**config.mk**
```make
export PLATFORM = sky130hd
export DESIGN_NAME = pamux_top
export DESIGN_NICKNAME = d
export VERILOG_FILES = /design/src/core/pamux_osc_decode.v /design/src/core/pamux_quarter_clk.v /design/src/core/pamux_top.v
export VERILOG_INCLUDE_DIRS = /design/src /design/src/core
export SDC_FILE = /design/constraint.sdc
export NUM_CORES = 1
export LEC_CHECK = 0
export ABC_AREA = 1
export BUFFER_PORTS_ARGS = -buffer_cell sky130_fd_sc_hd__buf_2
export CORE_ASPECT_RATIO = 1.2
export CORE_MARGIN = 5
export CORE_UTILIZATION = 52
export CTS_CLUSTER_DIAMETER = 60
export DETAILED_ROUTE_END_ITERATION = 12
export HOLD_SLACK_MARGIN = 0.06
export MAX_ROUTING_LAYER = met4
export PLACE_DENSITY = 0.78
export SETUP_SLACK_MARGIN = 0.1
export SYNTH_ARGS = -nofsm -noshare
export SYNTH_HDL_FRONTEND = slang
export SYNTH_SLANG_ARGS = --single-unit
export TNS_END_PERCENT = 20
```
**constraint.sdc**
```tcl
create_clock -name core_clk -period 1.25 [get_ports core_clk]
set_input_delay 0.125 -clock core_clk [delete_from_list [all_inputs] [get_ports core_clk]]
set_output_delay 0.125 -clock core_clk [all_outputs]
set_load 0.01 [all_outputs]
```
**src/core/pamux_consts.vh**
```
/*
 Constants of the port A pin-function multiplexer: register offsets,
 reset values, implemented-bit masks and oscillator-select codes.
 Assumes inclusion by bare name from the core design files.
*/
`ifndef PAMUX_CONSTS_VH
`define PAMUX_CONSTS_VH

`define PAMUX_ADDR_W 4
`define PAMUX_OFF_PIN_LEVEL 4'h0
`define PAMUX_OFF_OUT_LATCH 4'h1
`define PAMUX_OFF_DIRECTION 4'h2
`define PAMUX_OFF_ANALOG_SEL 4'h3
`define PAMUX_OFF_CONFIG 4'h4
`define PAMUX_OFF_FN_ENABLE 4'h5
`define PAMUX_RST_DIRECTION 8'hFF
`define PAMUX_RST_LATCH 8'h00
`define PAMUX_RST_ANALOG 8'h2F
`define PAMUX_ANSEL_MASK 8'h2F
`define PAMUX_RST_CONFIG 4'h8
`define PAMUX_RST_FN_ENABLE 8'h00
// Oscillator-select codes
`define PAMUX_OSCILLATOR_SELECT_FIELD_LP 4'h0
`define PAMUX_OSCILLATOR_SELECT_FIELD_XT 4'h1
`define PAMUX_OSCILLATOR_SELECT_FIELD_HS_HI 4'h2
`define PAMUX_OSCILLATOR_SELECT_FIELD_HS_MED 4'h3
`define PAMUX_OSCILLATOR_SELECT_FIELD_EC_HI_CLK 4'h4
`define PAMUX_OSCILLATOR_SELECT_FIELD_EC_HI 4'h5
`define PAMUX_OSCILLATOR_SELECT_FIELD_RC_CLK 4'h6
`define PAMUX_OSCILLATOR_SELECT_FIELD_RC 4'h7
`define PAMUX_OSCILLATOR_SELECT_FIELD_INT_RA6 4'h8
`define PAMUX_OSCILLATOR_SELECT_FIELD_INT_CLK 4'h9
`define PAMUX_OSCILLATOR_SELECT_FIELD_EC_MED_CLK 4'hA
`define PAMUX_OSCILLATOR_SELECT_FIELD_EC_MED 4'hB
`define PAMUX_OSCILLATOR_SELECT_FIELD_EC_LO_CLK 4'hC
`define PAMUX_OSCILLATOR_SELECT_FIELD_EC_LO 4'hD
`define PAMUX_OSCILLATOR_SELECT_FIELD_RC_ALT 4'hE
`define PAMUX_OSCILLATOR_SELECT_FIELD_RC_ALT_CLK 4'hF
// Fn enable register bit positions and the quarter-rate divider phase width
`define PAMUX_FE_SRQ 0
`define PAMUX_FE_SR_LATCH_INVERTED_OUT 1
`define PAMUX_FE_CMP1 2
`define PAMUX_FE_CMP2 3
`define PAMUX_FE_CAPTURE_COMPARE_FIVE 4
`define PAMUX_QUARTER_DIV 2

`endif

```
**src/core/pamux_osc_decode.v**
```verilog
/*
 Decodes the 4-bit oscillator-select field into the pin roles of the
 two oscillator pins. Pure combinational; the field is held by the top.
*/
`timescale 1ns/1ps
`include "pamux_consts.vh"
module pamux_osc_decode (
    input wire [3:0] osc_sel,
    output reg internal_osc_mode,
    output reg crystal_mode,
    output reg rc_mode,
    output reg quarter_rate_clock_en
);
    always @* begin
        internal_osc_mode = 1'b0;
        crystal_mode = 1'b0;
        rc_mode = 1'b0;
        quarter_rate_clock_en = 1'b0;
        case (osc_sel)
            `PAMUX_OSCILLATOR_SELECT_FIELD_LP, `PAMUX_OSCILLATOR_SELECT_FIELD_XT, `PAMUX_OSCILLATOR_SELECT_FIELD_HS_HI, `PAMUX_OSCILLATOR_SELECT_FIELD_HS_MED: begin
                crystal_mode = 1'b1;
            end
            `PAMUX_OSCILLATOR_SELECT_FIELD_RC_CLK, `PAMUX_OSCILLATOR_SELECT_FIELD_RC_ALT_CLK: begin
                rc_mode = 1'b1;
                quarter_rate_clock_en = 1'b1;
            end
            `PAMUX_OSCILLATOR_SELECT_FIELD_RC, `PAMUX_OSCILLATOR_SELECT_FIELD_RC_ALT: begin
                rc_mode = 1'b1;
            end
            `PAMUX_OSCILLATOR_SELECT_FIELD_INT_RA6: begin
                internal_osc_mode = 1'b1;
            end
            `PAMUX_OSCILLATOR_SELECT_FIELD_INT_CLK: begin
                internal_osc_mode = 1'b1;
                quarter_rate_clock_en = 1'b1;
            end
            `PAMUX_OSCILLATOR_SELECT_FIELD_EC_HI_CLK, `PAMUX_OSCILLATOR_SELECT_FIELD_EC_MED_CLK, `PAMUX_OSCILLATOR_SELECT_FIELD_EC_LO_CLK: begin
                quarter_rate_clock_en = 1'b1;
            end
            default: begin
                quarter_rate_clock_en = 1'b0;
            end
        endcase
    end
endmodule // pamux_osc_decode

```
**src/core/pamux_quarter_clk.v**
```verilog
/*
 Quarter-rate clock generator: a toggle every two enables of the
 oscillator clock gives one quarter of its frequency.
 Assumes osc_tick is a one-cycle enable at the oscillator-input rate.
*/
`timescale 1ns/1ps
`include "pamux_consts.vh"
module pamux_quarter_clk (
    input wire core_clk,
    input wire resetn,
    input wire osc_tick,
    output reg quarter_rate_clock
);
    reg [`PAMUX_QUARTER_DIV-1:0] phase_r;

    always @(posedge core_clk) begin
        if (!resetn) begin
            phase_r <= 2'h0;
            quarter_rate_clock <= 1'b0;
        end else if (osc_tick) begin
            phase_r <= phase_r + 2'h1;
            // Output equals the upper phase bit after the tick: high for two ticks of four
            quarter_rate_clock <= phase_r[1] ^ phase_r[0];
        end
    end
endmodule // pamux_quarter_clk

```
**src/core/pamux_top.v**
```verilog
/*
 Port A pin-function multiplexer: registers for latch, direction,
 analog select, oscillator select and peripheral output enables, and
 per-pin priority selection of the pin driver.
 Assumes a one-cycle strobe register port and synchronous pins.
*/
`timescale 1ns/1ps
`include "pamux_consts.vh"
module pamux_top (
    input wire core_clk,
    input wire resetn,
    input wire [`PAMUX_ADDR_W-1:0] reg_addr,
    input wire [7:0] reg_wdata,
    input wire reg_wr,
    input wire reg_rd,
    output reg [7:0] reg_rdata,
    input wire [7:0] pin_in,
    output reg [7:0] pin_out,
    output reg [7:0] pin_oe,
    input wire sr_latch_true_out,
    input wire sr_latch_inverted_out,
    input wire comparator_one_output,
    input wire comparator_two_output,
    input wire capture_compare_five,
    input wire capture_compare_five_oe,
    input wire osc_tick,
    output reg crystal_drive,
    output reg external_clock_input_fn,
    output reg [7:0] analog_input_en
);
    reg [7:0] output_latch_a_r;
    reg [7:0] direction_a_r;
    reg [7:0] analog_select_a_r;
    reg [3:0] osc_sel_r;
    reg [7:0] fn_enable_r;
    reg [7:0] drv_val_nxt;
    reg [7:0] drv_oe_nxt;
    reg [7:0] dig_in_en_nxt;
    reg [7:0] rdata_nxt;
    wire internal_osc_mode;
    wire crystal_mode;
    wire quarter_rate_clock_en;
    wire quarter_rate_clock;
    wire clock_output_fn;

    pamux_osc_decode u_dec (
        .osc_sel(osc_sel_r),
        .internal_osc_mode(internal_osc_mode),
        .crystal_mode(crystal_mode),
        .rc_mode(),
        .quarter_rate_clock_en(quarter_rate_clock_en)
    );

    pamux_quarter_clk u_qclk (
        .core_clk(core_clk),
        .resetn(resetn),
        .osc_tick(osc_tick),
        .quarter_rate_clock(quarter_rate_clock)
    );

    // Clock output shown on bit 6 whenever not crystal and clockout selected
    assign clock_output_fn = quarter_rate_clock_en & ~crystal_mode;

    // Register writes
    always @(posedge core_clk) begin
        if (!resetn) begin
            output_latch_a_r <= `PAMUX_RST_LATCH;
            direction_a_r <= `PAMUX_RST_DIRECTION;
            analog_select_a_r <= `PAMUX_RST_ANALOG;
            osc_sel_r <= `PAMUX_RST_CONFIG;
            fn_enable_r <= `PAMUX_RST_FN_ENABLE;
        end else if (reg_wr) begin
            case (reg_addr)
                `PAMUX_OFF_PIN_LEVEL, `PAMUX_OFF_OUT_LATCH: begin
                    output_latch_a_r <= reg_wdata;
                end
                `PAMUX_OFF_DIRECTION: begin
                    direction_a_r <= reg_wdata;
                end
                `PAMUX_OFF_ANALOG_SEL: begin
                    analog_select_a_r <= reg_wdata & `PAMUX_ANSEL_MASK;
                end
                `PAMUX_OFF_CONFIG: begin
                    osc_sel_r <= reg_wdata[3:0];
                end
                `PAMUX_OFF_FN_ENABLE: begin
                    fn_enable_r <= reg_wdata & 8'h1F;
                end
                default: begin
                    output_latch_a_r <= output_latch_a_r;
                end
            endcase
        end
    end

    // Per-pin driver selection; the result reaches the pins through a register one cycle later
    always @* begin
        drv_val_nxt = output_latch_a_r;
        drv_oe_nxt = ~direction_a_r;
        dig_in_en_nxt = ~analog_select_a_r;
        // Bits 0-3: latch only, analog select does not block it
        // Bit 4: SR true, comparator 1, capture/compare 5, latch
        if (fn_enable_r[`PAMUX_FE_SRQ]) begin
            drv_val_nxt[4] = sr_latch_true_out;
            drv_oe_nxt[4] = ~direction_a_r[4];
        end else if (fn_enable_r[`PAMUX_FE_CMP1]) begin
            drv_val_nxt[4] = comparator_one_output;
            drv_oe_nxt[4] = ~direction_a_r[4];
        end else if (fn_enable_r[`PAMUX_FE_CAPTURE_COMPARE_FIVE] & capture_compare_five_oe) begin
            drv_val_nxt[4] = capture_compare_five;
            drv_oe_nxt[4] = ~direction_a_r[4];
        end
        // Bit 5: SR inverted, comparator 2, latch; works in analog mode too
        if (fn_enable_r[`PAMUX_FE_SR_LATCH_INVERTED_OUT]) begin
            drv_val_nxt[5] = sr_latch_inverted_out;
            drv_oe_nxt[5] = ~direction_a_r[5];
        end else if (fn_enable_r[`PAMUX_FE_CMP2]) begin
            drv_val_nxt[5] = comparator_two_output;
            drv_oe_nxt[5] = ~direction_a_r[5];
        end
        // Bit 6: crystal output, clock output, released outside internal modes, latch
        if (crystal_mode) begin
            drv_val_nxt[6] = 1'b0;
            drv_oe_nxt[6] = 1'b0;
            dig_in_en_nxt[6] = 1'b0;
        end else if (clock_output_fn) begin
            drv_val_nxt[6] = quarter_rate_clock;
            drv_oe_nxt[6] = 1'b1;
            dig_in_en_nxt[6] = 1'b0;
        end else if (!internal_osc_mode) begin
            drv_val_nxt[6] = 1'b0;
            drv_oe_nxt[6] = 1'b0;
            dig_in_en_nxt[6] = 1'b0;
        end
        // Bit 7: oscillator input wins over the latch outside internal modes
        if (!internal_osc_mode) begin
            drv_val_nxt[7] = 1'b0;
            drv_oe_nxt[7] = 1'b0;
            dig_in_en_nxt[7] = 1'b0;
        end
    end

    // Register reads; data stand in the cycle after the strobe only
    always @* begin
        case (reg_addr)
            `PAMUX_OFF_PIN_LEVEL: rdata_nxt = pin_in & dig_in_en_nxt;
            `PAMUX_OFF_OUT_LATCH: rdata_nxt = output_latch_a_r;
            `PAMUX_OFF_DIRECTION: rdata_nxt = direction_a_r;
            `PAMUX_OFF_ANALOG_SEL: rdata_nxt = analog_select_a_r;
            `PAMUX_OFF_CONFIG: rdata_nxt = {4'h0, osc_sel_r};
            `PAMUX_OFF_FN_ENABLE: rdata_nxt = fn_enable_r;
            default: rdata_nxt = 8'h00;
        endcase
    end

    // Pins are registered so every output comes from a flip-flop
    always @(posedge core_clk) begin
        if (!resetn) begin
            reg_rdata <= 8'h00;
            pin_out <= 8'h00;
            pin_oe <= 8'h00;
            crystal_drive <= 1'b0;
            external_clock_input_fn <= 1'b0;
            analog_input_en <= 8'h00;
        end else begin
            reg_rdata <= reg_rd ? rdata_nxt : 8'h00;
            pin_out <= drv_val_nxt;
            pin_oe <= drv_oe_nxt;
            crystal_drive <= crystal_mode;
            external_clock_input_fn <= ~internal_osc_mode;
            analog_input_en <= analog_select_a_r;
        end
    end
endmodule // pamux_top

```
### After elaboration in Yosys (flattened, before gate mapping)

Cells that the tools add are included.

| storage, ports and cells | value |
|---|---|
| flip-flop bits (word level) | 64 |
| word-level logic and storage cells | 80 |
| output and inout port bits | 34 |

| operators by class | value |
|---|---|
| $add $sub $neg | 1 |
| multiplexer cells | 22 |
| equal/unequal tests | 15 |
| reductions and logical operators | 14 |
| bitwise logic cells | 11 |

Operators with widths:

| operator | number |
|---|---|
| $pmux W8 S6 | 1 |
| $mux W1 | 21 |
| $eq A4 B4 Y1 const B | 5 |
| $eq A4 B2 Y1 const B | 4 |
| $eq A4 B3 Y1 const B | 4 |
| $reduce_and A2 Y1 | 7 |
| $and A8 B8 Y8 | 1 |
| $eq A4 B1 Y1 const B | 2 |
| $logic_not A4 Y1 | 2 |
| $not A6 Y8 | 1 |
| $not A8 Y8 | 1 |
| $reduce_or A2 Y1 | 3 |
| $reduce_or A6 Y1 | 1 |
| $not A1 Y1 | 5 |
| $reduce_or A4 Y1 | 1 |
| $add A2 B1 Y2 const B | 1 |
| $and A1 B1 Y1 | 2 |
| $xor A1 B1 Y1 | 1 |

### Longest topological paths before layout

| logic depth | value |
|---|---|
| depth after elaboration | 9 |
| depth in mapped cells | 8 |

### By module

Synthesis repeated with hierarchy kept, for this count alone.

| second synthesis, totals | value |
|---|---|
| cell total of the unflattened synthesis | 342 |
| area total of the unflattened synthesis | 2531.2 µm² |

Modules (own cells, without submodules):

| module | cells each | times used | area each (µm²) | sequential area each (µm²) |
|---|---|---|---|---|
| pamux_top | 317 | 1 | 2399.8 | 1221.2 |
| pamux_quarter_clk | 10 | 1 | 72.6 | 40.0 |
| pamux_osc_decode | 15 | 1 | 58.8 | 0.0 |

### Worst setup path after synthesis

Ideal clock, no wire load.

| timing path | value |
|---|---|
| path type | reg-to-reg |
| from | reg osc_sel_r[3] |
| to | reg reg_rdata[6] |
| setup time | 0.056 ns |
| arrival | 0.935 ns |
| cell stages (with the launch flop) | 9 |
| path buffers | 0 |
| clock period less this slack | 0.991 ns |
| path slack | 0.259 ns |
| cells stage by stage | dfxtp_1 -> inv_1 -> nor2_1 -> nand2_1 -> nor2_1 -> nand2_1 -> nand3_1 -> nand2_1 -> inv_1 |

| between the ends | value |
|---|---|
| cells in the longest elaborated chain, start to end | 9 |
| elaborated cells between the ends (all ways) | 24 |
| those cells by class | 10 x eq/ne; 7 x mux; 3 x bitwise; 4 x reduce/logical |

RTL lines:

| item | RTL line | text |
|---|---|---|
| start: declaration | pamux_top.v:34 | `reg [3:0] osc_sel_r;` |
| start signal: assignment | pamux_top.v:70 | `` osc_sel_r <= `PAMUX_RST_CONFIG; `` |
| start signal: assignment | pamux_top.v:84 | `osc_sel_r <= reg_wdata[3:0];` |
| $eq A4 B1 Y1, or another cell as far along | pamux_osc_decode.v:19 | `case (osc_sel)` |
| $reduce_or A4 Y1 | pamux_osc_decode.v:19 |  |
| $mux W1 | pamux_osc_decode.v:19 |  |
| $not A1 Y1 | pamux_top.v:62 | `assign clock_output_fn = quarter_rate_clock_en & ~crystal_mode;` |
| $and A1 B1 Y1 | pamux_top.v:62 |  |
| $mux W1 | pamux_top.v:126 | `end else if (clock_output_fn) begin` |
| $mux W1 * | pamux_top.v:122 | `if (crystal_mode) begin` |
| $and A8 B8 Y8 * | pamux_top.v:146 | `` `PAMUX_OFF_PIN_LEVEL: rdata_nxt = pin_in & dig_in_en_nxt; `` |
| $pmux W8 S6 * | pamux_top.v:145 | `case (reg_addr)` |
| end signal: assignment | pamux_top.v:166 | `reg_rdata <= reg_rd ? rdata_nxt : 8'h00;` |
| end: declaration | pamux_top.v:16 | `output reg [7:0] reg_rdata,` |

Every way passes the cells marked *; elsewhere a longest branch is shown, timed or not.
A chain may end at the register's enable or synchronous reset.

### Final worst setup path

Same ends and word-level chain as after synthesis.

==> results.tsv <==
stage	metric	value	unit
outcome	run_status	complete, no violations	
timing	fin_setup_tns	0	ns
routing	drt_pass1_iterations	4	
timing	setup_slack	0.187	ns
synth	yosysMostFrequentCell	nand2_1	
synth	post_synth_num_cell_types	25	
flow_run	max_cap_viol_count	0	
setup_path	crit_arrival	1.36	ns
cells_and_area	layout-drive-gt1-share	25.2	%
routing	wl_per_cell	13.3	um
clock_network	clkLatencyLatePin	0.34	ns
routing	dr_wl_met3	513	um
timing	period_needed	1.06	ns
synth	synth_area	2580	um^2
timing	finalHoldViolations	0	
setup_path	crit_family	simple AND/OR/NAND/NOR gates	
min_path	hold_class	input port to flip-flop	
power_and_ir_drop	powerDensity	1340	nW/um^2
synth	yosysSeqAreaShare	48.9	%
cells_and_area	layout.nets	458	
placement	place_inst	470	
die	start_util	53.0	%
routing	routed.top_layer	met4	
routing	wl_met1	2660	um
setup_path	crit_slowest_cell	dfxtp_2	
synth	ys_ff_latch	63	
routing	drt_iter0_markers	184	
synth	async_flop_share	0	%
cells_and_area	diodes	0	
global_routing	track_usage	22.9	%
setup_path	cp.required	1.55	ns
synth	synth_top_cell_by_area	dfxtp_1	
die	boundaryPins	65	
placement	dpl.hpwl	4690	um
die	dieArea	6480	um^2
power_and_ir_drop	seqPwrFrac	47.5	%
timing	slew_violations	0	
timing	max_freq	941	MHz
synth	synth-edff-count	0	
power_and_ir_drop	p_sw_share	24.3	%
setup_path	cpPeakStageDelay	0.38	ns
setup_path	cp_max_fo	6	
setup_path	path_cells	inv_1 > nor2_2 > nand2_2 > nor2_1 > nand2_1 > nand3_1 > nand2_1 > inv_1	
routing	drc	0	
die	core_area	4870	um^2
global_routing	grt-ovfl-total	0	
clock_network	root_buffer	clkbuf_8	
clock_network	clk_pin_slew	0.07	ns
global_routing	grt_pass1_wl	10900	um
synth	netlist_top_cells_area	dfxtp_1 (49%), nand2_1 (11%), nand3_1 (9.5%), inv_1 (6.4%), nor2_1 (4.8%)	
timing	min_period_over_period	85.1	%
routing	wl_met2	3180	um
placement	place_ws	0.0849	ns
power_and_ir_drop	vdd_ir_drop_max	1030	uV
timing	rsz0062_at_grt	true	
routing	wirelength	6530	um
setup_path	crit_type	flip-flop to flip-flop	
global_routing	antenna_found_initial	0	
synth	synth_top_area_share	48.9	%
power_and_ir_drop	leakage	1.70	nW
synth	syn_inst	346	
synth	synth.avg_cell_area	7.46	um^2
routing	drt.antenna.violating_nets	0	
timing	skew	0.00401	ns
setup_path	crit_buf_inv	2	
synth	ys_warn_count	0	
cells_and_area	instances_no_fill	492	
die	fp.dieW	74.3	um
setup_path	cp-end-kind	flip-flop	
clock_network	cts_buffers	9	
clock_network	cts.sinks	63	
placement	place_congestion	0.925	
power_and_ir_drop	pwr-share-comb	9.1	%
die	num_rows	28	
die	die_y	87.2	um
synth	synth_flop_cell	dfxtp_1	
clock_network	ctsHtreeMaxLevel	3	
timing	finalSetupViolCount	0	
placement	portBuffers	61	
synth	yosys-top-cells-count	nand2_1 (75), dfxtp_1 (63), nand3_1 (49), inv_1 (44), nor2_1 (33)	
global_routing	grt_max_degree	24	
clock_network	cts_buffer_depth	2	
power_and_ir_drop	p_sw	1.07	mW
power_and_ir_drop	clkPwrFrac	43.5	%
clock_network	cts_tree	built	
global_routing	grt_pass1_vias	2387	
routing	via_per_inst	4.99	
setup_path	start_kind	flip-flop	
routing	vias	2454	
cells_and_area	area_delta_synth_final	27.4	%
power_and_ir_drop	p_int	3.34	mW
[worst paths after layout]
| kind | from | to | slack [ns] | cells past startpoint |
|---|---|---|---|---|
| setup / recovery | osc_sel_r[3] | reg_rdata[6] | 0.19 | 8 |
| hold / removal | comparator_one_output | pin_out[4] | 0.07 | 3 |
| setup reg to reg | osc_sel_r[3] | reg_rdata[6] | 0.19 | 8 |
| hold reg to reg | direction_a_r[4] | pin_oe[4] | 0.42 | 1 |
[cells in the final DEF, fill, tap and decap left out, drive strengths merged]
cell type,Yosys,final
buf,10,77
a21oi,23,23
nand2,76,76
xor2,1,1
nand4,1,1
clkinv,1,3
inv,46,46
o21ai,21,21
clkbuf,5,10
dfxtp,63,63
nand3,52,52
bufinv,0,2
clkinvlp,0,2
conb,1,3
dlygate4sd3,0,6
nor2,38,38
nor3,5,5
o211ai,3,3
[final cells by class]
type | count | area [um^2]
fill | 439 | 1580
sequential | 63 | 1260
multi-input combinational | 223 | 1060
timing repair buffer | 83 | 498
inverter | 47 | 176
clock buffer | 10 | 128
clock inverter | 6 | 85.1
tap | 60 | 75.1
[metal layers]
layer	vias up	GRT usage, %
met2	82	36.8
met4	0	10.4
met3	13	4.97
met5	-	-
met1	1102	27.3
li1	1257	-
[tightest hold or removal path: stages]
cell and delay [ns]:
buf_2 0.08, a21oi_1 0.05, a21oi_1 0.12
[sequential cells by signal, summed over array words and instances (netlist names)]
name / flops
analog_input_en: 5
analog_select_a_r: 5
crystal_drive: 1
direction_a_r: 8
external_clock_input_fn: 1
fn_enable_r: 5
osc_sel_r: 4
output_latch_a_r: 8
pin_oe: 8
pin_out: 8
reg_rdata: 8
u_qclk.phase_r: 1
u_qclk.quarter_rate_clock: 1
[metrics by stage]
step	utilization (%)	area (um^2)	hold WS (ns)	total power [mW]
CTS	67.3	3280	0.0643	4.42
global route	67.5	3290	0.0956	4.57
finish	67.5	3290	0.0709	4.41
detailed placement	61.6	3000	0.336	2.52
global placement	61.6	3000	0.326	2.51
floorplan	-	2590	0.219	2.35
[power by group through the flow]
stage | logic (mW) | clock network, mW | registers [mW]
floorplan | 0.203 | 0 | 2.15
global placement | 0.375 | 0 | 2.14
detailed placement | 0.380 | 0 | 2.14
CTS | 0.398 | 1.93 | 2.09
global route | 0.445 | 2.03 | 2.10
finish | 0.400 | 1.92 | 2.09
[logic make-up (layout without fill, tap and decap cells)]
group                  count (synthesis)  in the layout  share of synthesized area, %
AND/OR/NAND/NOR                      172            172                          30.6
flip-flops                            63             63                          48.9
buffers and inverters                 62            146                          10.7
AO/OA/AOI/OAI                         47             47                          9.41
other                                  1              3                         0.145
XOR/XNOR                               1              1                         0.340
[what timing repair did]
item | 4_1_cts | 5_1_grt
pin swaps | 0 | 0
resized for setup | 1 | 4
buffers inserted | 0 | 0
gates cloned | 0 | 0
endpoints found under the hold margin | 9 | 0
endpoints found under the setup margin | 2 | 3
hold buffers | 6 | 0
Note: power is estimated with default switching activity, not from simulation.
